### src/fbi_pkg.sv
// constants and carrier types for the flash array bus front end
package fbi_pkg;

	// ----------------------------------------
	// array geometry
	// ----------------------------------------
	localparam int ADDR_W          = 17;
	localparam int ARRAY_BYTES     = 131072;
	localparam int BLOCK_BYTES     = 16384;
	localparam int NUM_BLOCKS      = 8;
	localparam int BLOCK_LSB       = 14;
	localparam int READ_PAGE_WORDS = 8;
	localparam int READ_PAGE_LSB   = 5;
	localparam int PAGE_W          = ADDR_W - READ_PAGE_LSB;
	localparam int WORD_LSB        = 2;
	localparam int PROG_PAGE_BYTES = 64;
	localparam int PROG_PAGE_LSB   = 6;
	localparam int PROG_MAX_BYTES  = PROG_PAGE_BYTES * NUM_BLOCKS;

	// ----------------------------------------
	// control register map and fields
	// ----------------------------------------
	localparam logic [4:0] REG_MCR_OFS  = 5'h00;
	localparam logic [4:0] REG_MTR_OFS  = 5'h04;
	localparam logic [4:0] REG_HVC_OFS  = 5'h08;
	localparam int         MCR_STOP_BIT = 31;
	localparam int         MCR_OFF_BIT  = 25;
	localparam int         HVC_SEQ_BIT  = 0;
	localparam logic       STOP_RESET   = 1'h0;
	localparam logic       HV_RESET     = 1'h0;

	// ----------------------------------------
	// timing
	// ----------------------------------------
	localparam logic [4:0] WAKE_CLOCKS = 5'h10;

	// ----------------------------------------
	// carriers
	// ----------------------------------------
	typedef struct packed {
		logic              wr;
		logic              reg_sel;
		logic [ADDR_W-1:0] addr;
		logic [31:0]       wdata;
	} fbi_req_t;

	typedef struct packed {
		logic        ack;
		logic        berr;
		logic [31:0] rdata;
	} fbi_rsp_t;

	typedef struct packed {
		logic              we;
		logic [ADDR_W-1:0] addr;
		logic [31:0]       data;
	} fbi_prog_t;

endpackage

### src/fbi_page_buf.sv
// one read page buffer: tag, valid flag and eight stored words
`timescale 1ns/10ps
module fbi_page_buf
	import fbi_pkg::*;
#(
	parameter int WORDS = READ_PAGE_WORDS,
	parameter int TAG_W = PAGE_W
) (
	// clock and reset
	input  wire logic                     clk_i,
	input  wire logic                     reset_i,
	// fill side
	input  wire logic                     load_i,
	input  wire logic [TAG_W-1:0]         page_i,
	input  wire logic [WORDS*32-1:0]      data_i,
	// lookup side
	input  wire logic [TAG_W-1:0]         qpage_i,
	input  wire logic [$clog2(WORDS)-1:0] qword_i,
	output logic                          hit_o,
	output logic [31:0]                   word_o
);

	logic             valid_r;
	logic [TAG_W-1:0] tag_r;
	logic [31:0]      words_r [WORDS];

	assign hit_o  = valid_r && (tag_r == qpage_i);
	assign word_o = words_r[qword_i];

	always_ff @(posedge clk_i) begin
		if (reset_i) begin
			valid_r <= 1'b0;
			tag_r   <= '0;
		end else if (load_i) begin
			valid_r <= 1'b1;
			tag_r   <= page_i;
		end
	end

	// ----------------------------------------
	// word storage
	// ----------------------------------------
	for (genvar w = 0; w < WORDS; w++) begin : g_word
		always_ff @(posedge clk_i) begin
			if (reset_i) begin
				words_r[w] <= '0;
			end else if (load_i) begin
				words_r[w] <= data_i[w*32 +: 32];
			end
		end
	end

endmodule

### src/fbi_flash_front.sv
// bus front end of the flash array: modes, read page buffers, program writes
`timescale 1ns/10ps
module fbi_flash_front
	import fbi_pkg::*;
#(
	parameter logic OFF_RESET = 1'h0
) (
	// clock and reset
	input  wire logic                  clk_i,
	input  wire logic                  reset_i,
	// system bus slave
	input  wire logic                  req_i,
	input  wire fbi_req_t              bus_i,
	output fbi_rsp_t                   rsp_o,
	// array read port
	output logic                       fetch_o,
	output logic [PAGE_W-1:0]          fetch_page_o,
	input  wire logic [READ_PAGE_WORDS*32-1:0] page_data_i,
	// array program port
	output fbi_prog_t                  prog_o,
	input  wire logic                  hv_done_i,
	// mode status
	output logic                       low_power_o,
	output logic                       array_off_o,
	output logic                       hv_active_o
);

	typedef enum logic {ST_IDLE, ST_FETCH} fbi_state_t;

	// ----------------------------------------
	// state
	// ----------------------------------------
	fbi_state_t        state_r, state_nxt;
	fbi_rsp_t          rsp_r, rsp_nxt;
	fbi_prog_t         prog_r, prog_nxt;
	logic              stop_r, stop_nxt;
	logic              off_r, off_nxt;
	logic              hv_r, hv_nxt;
	logic [4:0]        wake_cnt_r, wake_cnt_nxt;
	logic              prog_any_r, prog_any_nxt;
	logic [7:0]        prog_ofs_r, prog_ofs_nxt;
	logic [ADDR_W-1:0] pend_addr_r, pend_addr_nxt;

	// ----------------------------------------
	// request decode
	// ----------------------------------------
	wire logic       take      = req_i && (state_r == ST_IDLE) && !rsp_r.ack && !rsp_r.berr;
	wire logic [4:0] reg_ofs   = bus_i.addr[4:0];
	wire logic       is_mcr    = (reg_ofs == REG_MCR_OFS);
	wire logic       is_mtr    = (reg_ofs == REG_MTR_OFS);
	wire logic       is_hvc    = (reg_ofs == REG_HVC_OFS);
	wire logic       reg_take  = take && bus_i.reg_sel;
	wire logic       reg_berr  = stop_r ? !is_mcr : !(is_mcr || is_mtr || is_hvc);
	// array accesses vanish while stopped or disabled; clearing the off bit acts at once
	wire logic       arr_take  = take && !bus_i.reg_sel && !off_r && !stop_r;
	wire logic       arr_rd    = arr_take && !bus_i.wr && (wake_cnt_r == 5'h00);
	wire logic       arr_wr    = arr_take && bus_i.wr;
	wire logic       mcr_wr    = reg_take && bus_i.wr && is_mcr && !hv_r;
	wire logic       hvc_wr    = reg_take && bus_i.wr && is_hvc && !stop_r;
	wire logic       hv_start  = hvc_wr && !hv_r && bus_i.wdata[HVC_SEQ_BIT];

	// block index picks the read buffer and the program page
	wire logic [2:0] blk_idx   = bus_i.addr[ADDR_W-1:BLOCK_LSB];
	wire logic       upper     = blk_idx[2];
	wire logic [7:0] req_ofs   = bus_i.addr[BLOCK_LSB-1:PROG_PAGE_LSB];
	// all pages of one operation share the block offset, so at most 512 bytes
	wire logic       prog_ok   = hv_r && (!prog_any_r || (req_ofs == prog_ofs_r));

	// ----------------------------------------
	// read page buffers
	// ----------------------------------------
	logic        hit_lo, hit_hi;
	logic [31:0] word_lo, word_hi;
	wire logic   pend_up  = pend_addr_r[ADDR_W-1];
	wire logic   fill_lo  = (state_r == ST_FETCH) && !pend_up;
	wire logic   fill_hi  = (state_r == ST_FETCH) && pend_up;
	wire logic   hit      = upper ? hit_hi : hit_lo;
	wire logic [31:0] hit_word = upper ? word_hi : word_lo;
	wire logic [2:0] pend_word = pend_addr_r[READ_PAGE_LSB-1:WORD_LSB];
	wire logic [31:0] fill_word = page_data_i[pend_word*32 +: 32];

	fbi_page_buf u_buf_lo (
		.clk_i   (clk_i),
		.reset_i (reset_i),
		.load_i  (fill_lo),
		.page_i  (pend_addr_r[ADDR_W-1:READ_PAGE_LSB]),
		.data_i  (page_data_i),
		.qpage_i (bus_i.addr[ADDR_W-1:READ_PAGE_LSB]),
		.qword_i (bus_i.addr[READ_PAGE_LSB-1:WORD_LSB]),
		.hit_o   (hit_lo),
		.word_o  (word_lo)
	);

	fbi_page_buf u_buf_hi (
		.clk_i   (clk_i),
		.reset_i (reset_i),
		.load_i  (fill_hi),
		.page_i  (pend_addr_r[ADDR_W-1:READ_PAGE_LSB]),
		.data_i  (page_data_i),
		.qpage_i (bus_i.addr[ADDR_W-1:READ_PAGE_LSB]),
		.qword_i (bus_i.addr[READ_PAGE_LSB-1:WORD_LSB]),
		.hit_o   (hit_hi),
		.word_o  (word_hi)
	);

	// ----------------------------------------
	// register read values
	// ----------------------------------------
	logic [31:0] mcr_val, hvc_val;
	always_comb begin
		mcr_val               = '0;
		mcr_val[MCR_STOP_BIT] = stop_r;
		mcr_val[MCR_OFF_BIT]  = off_r;
		hvc_val               = '0;
		hvc_val[HVC_SEQ_BIT]  = hv_r;
	end

	// ----------------------------------------
	// next state
	// ----------------------------------------
	always_comb begin
		state_nxt     = state_r;
		rsp_nxt       = '0;
		prog_nxt      = '0;
		stop_nxt      = mcr_wr ? bus_i.wdata[MCR_STOP_BIT] : stop_r;
		off_nxt       = mcr_wr ? bus_i.wdata[MCR_OFF_BIT] : off_r;
		hv_nxt        = hv_r;
		wake_cnt_nxt  = (wake_cnt_r != 5'h00) ? wake_cnt_r - 5'h01 : wake_cnt_r;
		prog_any_nxt  = prog_any_r;
		prog_ofs_nxt  = prog_ofs_r;
		pend_addr_nxt = pend_addr_r;
		if (stop_r && !stop_nxt) begin
			wake_cnt_nxt = WAKE_CLOCKS;
		end
		// a start write beats a completion in the same cycle
		if (hvc_wr) begin
			hv_nxt = bus_i.wdata[HVC_SEQ_BIT];
		end else if (hv_done_i) begin
			hv_nxt = 1'b0;
		end
		if (hv_start) begin
			prog_any_nxt = 1'b0;
		end
		if (reg_take) begin
			rsp_nxt.ack  = !reg_berr;
			rsp_nxt.berr = reg_berr;
			if (!reg_berr && !bus_i.wr) begin
				rsp_nxt.rdata = is_mcr ? mcr_val : (is_hvc ? hvc_val : 32'h0000_0000);
			end
		end
		if (arr_wr) begin
			if (prog_ok) begin
				rsp_nxt.ack   = 1'b1;
				prog_nxt.we   = 1'b1;
				prog_nxt.addr = bus_i.addr;
				prog_nxt.data = bus_i.wdata;
				prog_any_nxt  = 1'b1;
				prog_ofs_nxt  = req_ofs;
			end else begin
				rsp_nxt.berr = 1'b1;
			end
		end
		if (arr_rd) begin
			pend_addr_nxt = bus_i.addr;
			if (hit) begin
				rsp_nxt.ack   = 1'b1;
				rsp_nxt.rdata = hit_word;
			end else begin
				state_nxt = ST_FETCH;
			end
		end
		case (state_r)
			ST_IDLE: begin
			end
			ST_FETCH: begin
				rsp_nxt.ack   = 1'b1;
				rsp_nxt.rdata = fill_word;
				state_nxt     = ST_IDLE;
			end
			default: begin
				state_nxt = ST_IDLE;
			end
		endcase
	end

	always_ff @(posedge clk_i) begin
		if (reset_i) begin
			state_r     <= ST_IDLE;
			rsp_r       <= '0;
			prog_r      <= '0;
			stop_r      <= STOP_RESET;
			off_r       <= OFF_RESET;
			hv_r        <= HV_RESET;
			wake_cnt_r  <= 5'h00;
			prog_any_r  <= 1'b0;
			prog_ofs_r  <= 8'h00;
			pend_addr_r <= '0;
		end else begin
			state_r     <= state_nxt;
			rsp_r       <= rsp_nxt;
			prog_r      <= prog_nxt;
			stop_r      <= stop_nxt;
			off_r       <= off_nxt;
			hv_r        <= hv_nxt;
			wake_cnt_r  <= wake_cnt_nxt;
			prog_any_r  <= prog_any_nxt;
			prog_ofs_r  <= prog_ofs_nxt;
			pend_addr_r <= pend_addr_nxt;
		end
	end

	// ----------------------------------------
	// outputs
	// ----------------------------------------
	assign rsp_o        = rsp_r;
	assign prog_o       = prog_r;
	assign fetch_o      = (state_r == ST_FETCH);
	assign fetch_page_o = pend_addr_r[ADDR_W-1:READ_PAGE_LSB];
	assign low_power_o  = stop_r;
	assign array_off_o  = off_r;
	assign hv_active_o  = hv_r;
endmodule

### config.mk
export PLATFORM = sky130hd
export DESIGN_NAME = fbi_flash_front
export DESIGN_NICKNAME = d
export VERILOG_FILES = /design/src/fbi_pkg.sv /design/src/fbi_page_buf.sv /design/src/fbi_flash_front.sv
export SDC_FILE = /design/constraint.sdc
export NUM_CORES = 1
export LEC_CHECK = 0
export BUFFER_PORTS_ARGS = -buffer_cell sky130_fd_sc_hd__buf_2
export CAP_MARGIN = 25
export CELL_PAD_IN_SITES_DETAIL_PLACEMENT = 0
export CELL_PAD_IN_SITES_GLOBAL_PLACEMENT = 1
export CORE_ASPECT_RATIO = 0.8
export CORE_MARGIN = 3
export CORE_UTILIZATION = 48
export CTS_CLUSTER_SIZE = 20
export DETAILED_ROUTE_END_ITERATION = 7
export PLACE_DENSITY = 0.79
export REMOVE_ABC_BUFFERS = 1
export SYNTH_ARGS = -nofsm -noshare
export SYNTH_HDL_FRONTEND = slang
export SYNTH_SLANG_ARGS = --single-unit
export TNS_END_PERCENT = 10
### constraint.sdc
create_clock -name clk_i -period 7.1 [get_ports clk_i]
set_clock_uncertainty 0.15 [all_clocks]
set_input_delay 0.355 -clock clk_i [delete_from_list [all_inputs] [get_ports clk_i]]
set_output_delay 0.355 -clock clk_i [all_outputs]
set_load 0.01 [all_outputs]
Yosys cells after proc, flatten, opt, wreduce, memory -nomap -nowiden
Memory sizes are Yosys's and may differ from the RTL's.
Index checks and enable logic that the tools add are counted.
- mux-type cells: 50
- shift-type cells: 1
- reduce and logical (&&, ||, !) cells: 50
- bitwise operators: 20
- equal/unequal tests: 5
- add/sub/neg operators: 1
- operators by type and width (kind ; number):
    $mux 32 ; 22
    $shiftx 256x9->32 ; 1
    $mux 50 ; 1
    $mux 34 ; 1
    $eq 12x12->1 ; 2
    $logic_and 1x1->1 ; 24
    $mux 1 ; 23
    $or 1x1->1 ; 16
    $logic_not 1->1 ; 13
    $logic_not 5->1 ; 2
    $mux 5 ; 2
    $eq 8x8->1 ; 1
    $reduce_or 3->1 ; 2
    $eq 5x3->1 const B ; 1
    $eq 5x4->1 const B ; 1
    $reduce_bool 5->1 ; 1
    $sub 5x1->5 const B ; 1
    $not 1->1 ; 4
    $reduce_bool 2->1 ; 2
    $reduce_or 2->1 ; 2
    $logic_or 1x1->1 ; 3
    $mux 2 ; 1
    $reduce_and 2->1 ; 1
- bits of input ports: 311
- logic and storage cells: 148
- memories: 2
- output and inout port bits: 100
- memory bits (writable): 512
- bits in registers: 145
- memories (name ; depth ; bits a word ; read ports ; clocked after Yosys merged registers in ; write ports ; line ; RTL):
    u_buf_hi.words_r ; 8 ; 32 ; 1 ; 0 ; 8 ; fbi_page_buf.sv:25 ; logic [31:0] words_r [WORDS];
    u_buf_lo.words_r ; 8 ; 32 ; 1 ; 0 ; 8 ; fbi_page_buf.sv:25 ;

Depth between registers and ports, before layout
Gate-level depths: netlist of the first run.
- depth after elaboration: 14
- gate-level depth with buffers: 8
- depth with buffers taken out: 7

Modules after synthesis
From an unflattened synthesis of the first run, not the netlist that was laid out.
- cells, all modules: 1999
- area total of the unflattened synthesis: 30481.7 um^2
- modules (own cells, without submodules) (module ; cells each ; times used ; area an instance (um^2) ; sequential area each (um^2)):
    fbi_page_buf ; 715 ; 2 ; 12057.8 ; 7947.6
    fbi_flash_front ; 569 ; 1 ; 6366.1 ; 2342.2

Least setup slack after synthesis of the first run
No wires, ideal clock.
- kind: input to register
- from: input port reset_i
- to: memory u_buf_hi.words_r[0][0] (enable)
- arrival: 5856 ps
- stages on the path: 4
- setup slack: 489 ps
- setup time: 605 ps
- data required time: 6345 ps
- path buffers: 2
- cells stage by stage: clkbuf_1 -> a21oi_1 -> clkbuf_1 -> inv_1
- RTL lines (element ; line ; RTL):
    from (decl) ; fbi_flash_front.sv:10 ; input wire logic reset_i,
    to (decl) ; fbi_page_buf.sv:25 ;

==> flow_metrics.py, run 1 <==
metrics = {
    "run_status": {
        "status": "complete, no violations",
    },
    "detailed_routing": {
        "drt_iter0_drc": 1726,
        "wl_per_cell_um": 22.7,
        "vias_per_cell": 5.73,
        "vias": 20072,
        "drc": 0,
        "drtPass1Iterations": 5,
        "drtAntennaViolNets": 0,
        "finalWirelength_mm": 79.4,
    },
    "power": {
        "p_per_area_nw_per_um2": 234,
        "vdd_ir_drop_max_uv": 144,
        "p_total_w": 0.00884,
        "p_leak_nw": 16.2,
    },
    "setup_path": {
        "startpoint": "pend_addr_r[16]",
        "reg2reg_from": "pend_addr_r[16]",
        "crit_path_start_kind": "register",
        "crit_type": "reg2reg",
        "critPathArrivalTime_ps": 3730,
        "cp.required_ps": 7200,
        "critical_path.max_fanout": 143,
        "cp-end-kind": "register",
    },
    "logic_synthesis": {
        "synth_edf_count": 512,
        "yosys_warnings": 0,
        "yosysSeqAreaShare_pct": 60.8,
        "synthArstFlopShare_pct": 0,
        "synth.distinct_cells": 48,
        "syn_inst": 2007,
        "synth_ff_type": "edfxtp_1",
        "avgSynthCellArea_um2": 15.0,
        "synth-seq-cells": 655,
        "synth_area_um2": 30000,
    },
    "timing": {
        "fin_crit_sh_pct": 51.1,
        "hold_slack_ps": 53.6,
        "min_period_ps": 3630,
        "hold_viol_final": 0,
        "rsz0062_at_grt": "false",
        "relSlewSlack_pct": 30.1,
        "setup_viol": 0,
        "worstMarginPinSlew_ps": 1040,
        "timing.fmax_mhz": 276,
        "slew_viol_final": 0,
    },
    "run": {
        "maxCapViolCount": 0,
    },
    "clock_tree": {
        "clockBufferDepth": 3,
        "cts.sinks": 655,
        "htree_levels": 3,
        "clk-insertion-delay-late_ps": 610,
        "clkTransAtPathRegs_ps": 60,
        "cts_tree": "done",
        "post_cts_buffers": 0,
        "cts_root_buf": "clkbuf_16",
        "numCtsBuffers": 69,
    },
    "placement": {
        "io_buffers": 410,
        "gp_congestion": 0.850,
        "place_inst": 3054,
        "hpwlAfterDp_mm": 46.9,
    },
    "die": {
        "chipWidth_um": 286,
        "start_util_pct": 48.8,
        "die_h_um": 230,
        "ios": 411,
        "die_area_um2": 65600,
        "core_um2": 61500,
        "num_rows": 81,
    },
    "finish": {
        "n_fill_cell": 4645,
        "syn_to_final_growth_pct": 26.1,
        "drive_above_1_share_pct": 31.0,
        "stdcell_count": 3500,
        "fin_nets": 2914,
    },
    "grt": {
        "antenna_found_initial": 15,
        "grt_overflow": 0,
        "grt_max_degree": 229,
        "grt_first_pass_wirelength_mm": 123,
        "grt_usage_pct": 24.3,
        "grt_pass1_vias": 20704,
    },
    "min_path": {
        "hold_path_class": "in2reg",
        "worstHoldStart": "req_i",
    },
}
==> worst max-delay path, stage by stage, from the launching register on <==
cell	delay, ps
dfxtp_4	470
inv_6	670
a21oi_1	180
buf_4	250
inv_8	600
buf_4	390
buf_16	350
==> flip-flops by register name, summed over array words and instances, names as in the netlist, 5 cells and up <==
signal and flops:
u_buf_hi.words_r 256, rsp_o 34, u_buf_lo.tag_r 12, u_buf_lo.words_r 256, u_buf_hi.tag_r 12, pend_addr_r 15
wake_cnt_r 5, prog_ofs_r 8, prog_o 50
==> through the flow <==
stage	utilization [%]	cell area, µm²	setup WS, ps	TNS (ps)
floorplan	-	29100	-6730	-5513740
global placement	52.7	32400	3360	0
detailed placement	52.8	32500	3210	0
CTS	61.3	37700	3180	0
global route	61.5	37800	3220	0
finish	61.5	37800	3470	0
==> timing repair <==
action | in CTS | in global routing
hold buffers | 304 | 0
endpoints found under the hold margin | 583 | 0
resized for setup | 0 | 0
setup endpoints to repair | 0 | 0
==> per-layer routing <==
| layer | global-route usage (%) | part of all wire [%] | vias to the layer above |
|---|---|---|---|
| li1 | - | - | 9027 |
| met1 | 33.0 | 41 | 10167 |
| met2 | 39.5 | 49 | 716 |
| met3 | 5.90 | 7.4 | 148 |
| met4 | 6.70 | 2.4 | 14 |
| met5 | 0 | 0.11 | - |
==> logic make-up (layout without fill, tap and decap cells) <==
kind of cell,count (synthesis),after routing,share of synthesized area (%)
AO/OA/AOI/OAI,90,90,2.07
adder cells (fa/ha/maj),2,2,0.0792
XOR/XNOR,32,32,0.934
multiplexers,268,268,18.3
AND/OR/NAND/NOR,708,708,14.3
other,0,13,0
flip-flops,655,655,60.8
buffers and inverters,252,902,3.56
==> path summary, 6_finish.rpt <==
| path | end | slack (ps) | cells past startpoint |
|---|---|---|---|
| worst max-delay path | u_buf_lo.words_r[2][24] | 3470 | 6 |
| worst max register to register | u_buf_lo.words_r[2][24] | 3470 | 6 |
| worst min-delay path | fetch_o | 50 | 4 |
| worst min register to register | u_buf_hi.valid_r | 300 | 1 |
==> final cells by class <==
class                      count  area (µm²)  area share [%]
timing repair buffer         739        5420            14.3
clock inverter                22         213           0.562
sequential                   655       18300            48.2
multi-input combinational   1100       10700            28.3
antenna                       13        32.5          0.0860
inverter                      37         159           0.420
tap                          830        1040            2.74
clock buffer                 104        2000            5.29
==> power by group <==
part / internal, W / switching [W] / total [W]
clock network: 0.00207 / 0.00149 / 0.00356
logic: 0.000466 / 0.000460 / 0.000926
registers: 0.00428 / 0.0000626 / 0.00435
==> cell usage in the layout, fill, tap and decap left out, types with 4 or more instances in the layout <==
cell           netlist  routed
mux2i_1             12      12
a21oi_1             23      23
inv_6                0       5
clkbuf_16            0      70
nor2_1              13      13
dlygate4sd3_1        0     304
inv_1               37      34
buf_4               12      19
clkbuf_8             0      12
nand2_1             81      81
a22o_1              22      22
o21ai_1             17      17
and2_1              52      52
and3_1             515     515
clkbuf_1           168      21
edfxtp_1           512     512
dfxtp_1            143     139
o21ai_2             13      12
clkinv_2             0       8
nor3_1               7       7
nand4_1             15      15
buf_2               25     407
xnor2_1             24      24
buf_16               0       4
mux4_2             222     222
diode_2              0      13
clkinv_1             0       4
mux2_2              34      34
nor3b_1              4       4
xor2_1               8       8
nor4_1               5       5
==> cell usage after synthesis (all sizes together) (12+ instances only) <==
master | count | area (µm²)
a21oi | 23 | 115
and2 | 52 | 325
edfxtp | 512 | 15400
buf | 47 | 298
a22o | 22 | 193
nand4 | 16 | 115
dfxtp | 143 | 2860
inv | 37 | 139
mux2i | 12 | 120
mux2 | 34 | 383
nor2 | 13 | 48.8
mux4 | 222 | 5000
nand2 | 81 | 304
xnor2 | 24 | 210
clkbuf | 168 | 631
o21ai | 33 | 214
and3 | 515 | 3220
Note: power is estimated with default switching activity, not from simulation.
==> run 2, diff against run 1 <==
--- a/config.mk
+++ b/config.mk
@@ -11,10 +11,10 @@
 export CELL_PAD_IN_SITES_GLOBAL_PLACEMENT = 1
 export CORE_ASPECT_RATIO = 0.8
 export CORE_MARGIN = 3
-export CORE_UTILIZATION = 48
+export CORE_UTILIZATION = 43
 export CTS_CLUSTER_SIZE = 20
 export DETAILED_ROUTE_END_ITERATION = 7
-export PLACE_DENSITY = 0.79
+export PLACE_DENSITY = 0.75
 export REMOVE_ABC_BUFFERS = 1
 export SYNTH_ARGS = -nofsm -noshare
 export SYNTH_HDL_FRONTEND = slang
==> constraint.sdc (replaced) <==
create_clock -name clk_i -period 3.2 [get_ports clk_i]
set_clock_uncertainty 0.15 [all_clocks]
set_input_delay 0.16 -clock clk_i [delete_from_list [all_inputs] [get_ports clk_i]]
set_output_delay 0.16 -clock clk_i [all_outputs]
set_load 0.01 [all_outputs]
==> run 2 against run 1 <==
- non-clock buffer count rose by 36
- register-to-register slack got worse by 3100 ps
- routed wire length rose by 4.1%
- count of clock-buffer cells in the layout fell by 10
- maximum frequency rose by 27%
- first-iteration DRC count fell by 1.3%
- global-route usage fell by 1.8 points
- cell area rose by 1.1%
- flip-flop and latch count did not move
- clock power rose by 110%
- critical path type unchanged
- largest power group unchanged
==> flow_metrics.py, run 2 (same netlist as run 1, synthesis figures left out) <==
metrics = {
    "detailed_routing": {
        "finalWirelength_mm": 82.7,
        "drt_iter0_drc": 1703,
        "vias_per_cell": 5.58,
        "drtAntennaViolNets": 0,
        "vias": 20193,
        "drtPass1Iterations": 5,
        "wl_per_cell_um": 22.8,
        "drc": 0,
    },
    "finish": {
        "drive_above_1_share_pct": 31.6,
        "n_fill_cell": 5391,
        "register_area_um2": 18300,
        "fin_nets": 2949,
        "syn_to_final_growth_pct": 27.5,
        "multi_input_area_um2": 10700,
        "final_common_cell": "and3_1",
        "layout_common_cells": "515 x and3_1, 512 x edfxtp_1, 407 x buf_2, 309 x dlygate4sd3_1, 222 x mux4_2",
    },
    "grt": {
        "grt_usage_pct": 22.5,
        "grt_pass1_vias": 21010,
        "grt_first_pass_wirelength_mm": 127,
        "grt_overflow": 0,
        "grt_max_degree": 214,
        "antenna_found_initial": 14,
    },
    "timing": {
        "setup_viol": 0,
        "slew_viol_final": 0,
        "rsz0062_at_grt": "false",
        "hold_viol_final": 0,
        "fin_crit_sh_pct": 89.0,
        "hold_slack_ps": 52.6,
        "timing.fmax_mhz": 351,
        "relSlewSlack_pct": 37.5,
        "worstMarginPinSlew_ps": 934,
        "min_period_ps": 2850,
    },
    "placement": {
        "gp_congestion": 0.855,
        "hpwlAfterDp_mm": 51.1,
        "io_buffers": 410,
    },
    "power": {
        "p_per_area_nw_per_um2": 507,
        "p_total_w": 0.0194,
        "vdd_ir_drop_max_uv": 330,
        "p_leak_nw": 16.3,
    },
    "setup_path": {
        "critPathArrivalTime_ps": 3220,
        "crit_type": "reg2reg",
        "critPathSlowestCell": "nor4b_2",
        "cp-end-kind": "register",
        "critical_path.max_fanout": 16,
        "cp.required_ps": 3570,
        "cp_cell_sequence": "inv_1 -> ha_1 -> nor4b_2 -> nand4_4 -> nor4_4 -> o21ai_4 -> buf_12 -> o21ai_1",
        "max_stage_delay_ps": 560,
        "cp_num_buf_inv": 2,
        "crit_path_start_kind": "register",
        "critPathTopFamily": "simple AND/OR/NAND/NOR gates",
    },
    "die": {
        "ios": 411,
        "core_um2": 68200,
        "num_rows": 85,
        "die_h_um": 242,
        "start_util_pct": 44.0,
        "die_area_um2": 73000,
        "chipWidth_um": 301,
    },
    "clock_tree": {
        "numCtsBuffers": 68,
        "cts_root_buf": "clkbuf_16",
        "cts.sinks": 655,
        "clockBufferDepth": 3,
        "clkTransAtPathRegs_ps": 60,
        "clk-insertion-delay-late_ps": 610,
        "htree_levels": 3,
        "cts_tree": "done",
        "post_cts_buffers": 0,
    },
    "run_status": {
        "status": "complete, no violations",
    },
    "run": {
        "maxCapViolCount": 0,
    },
    "min_path": {
        "hold_path_class": "in2reg",
    },
}
run 2: layout make-up:
| type | count | area share (%) |
|---|---|---|
| timing repair buffer | 775 | 15.3 |
| tap | 913 | 2.98 |
| inverter | 37 | 0.415 |
| antenna | 14 | 0.0915 |
| clock buffer | 94 | 4.93 |
| multi-input combinational | 1100 | 28.0 |
| sequential | 655 | 47.7 |
| clock inverter | 31 | 0.592 |
run 2: tightest hold or removal path: stages:
cell     delay (ps)
buf_4           160
or4_1           190
nand3_1         100
a21oi_1         160
run 2: power breakdown:
| part | internal, W | switching [W] | leakage [nW] |
|---|---|---|---|
| combinational | 0.00108 | 0.00106 | 8.85 |
| sequential | 0.00950 | 0.000138 | 6.45 |
| clock | 0.00431 | 0.00330 | 1.05 |
run 2: through the flow:
stage / setup slack [ps] / cell area [µm²] / std cells / TNS [ps] / utilization, %
2_1_floorplan: -10630 / 29100 / 1792 / -9727850 / -
3_3_place_gp: 431 / 33000 / 3169 / 0 / 48.4
3_5_place_dp: 382 / 33000 / 3169 / 0 / 48.4
4_1_cts: 346 / 38200 / 3603 / 0 / 56.0
5_1_grt: 151 / 38300 / 3613 / 0 / 56.1
6_report: 352 / 38300 / 3619 / 0 / 56.1
run 2: metal layers:
metal / wire length [µm] / share of wire [%] / track usage [%] / vias to the layer above
met3: 5790 / 7.0 / 4.05 / 136
met1: 34600 / 42 / 30.9 / 10261
met2: 40100 / 49 / 36.8 / 709
met4: 2080 / 2.5 / 6.51 / 8
met5: 55 / 0.067 / 0 / -
li1: - / - / - / 9079
run 2: worst paths after layout:
| path | start | end | slack, ps | cells after the start |
|---|---|---|---|---|
| min | bus_i[36] | rsp_o[32] | 50 | 4 |
| max | wake_cnt_r[0] | rsp_o[12] | 350 | 8 |
| min reg2reg | u_buf_lo.valid_r | u_buf_lo.valid_r | 300 | 1 |
| max reg2reg | wake_cnt_r[0] | rsp_o[12] | 350 | 8 |
run 2: what timing repair did:
| item | in CTS | in global routing |
|---|---|---|
| hold buffers | 309 | 0 |
| endpoints found under the hold margin | 614 | 0 |
| resized for setup | 0 | 0 |
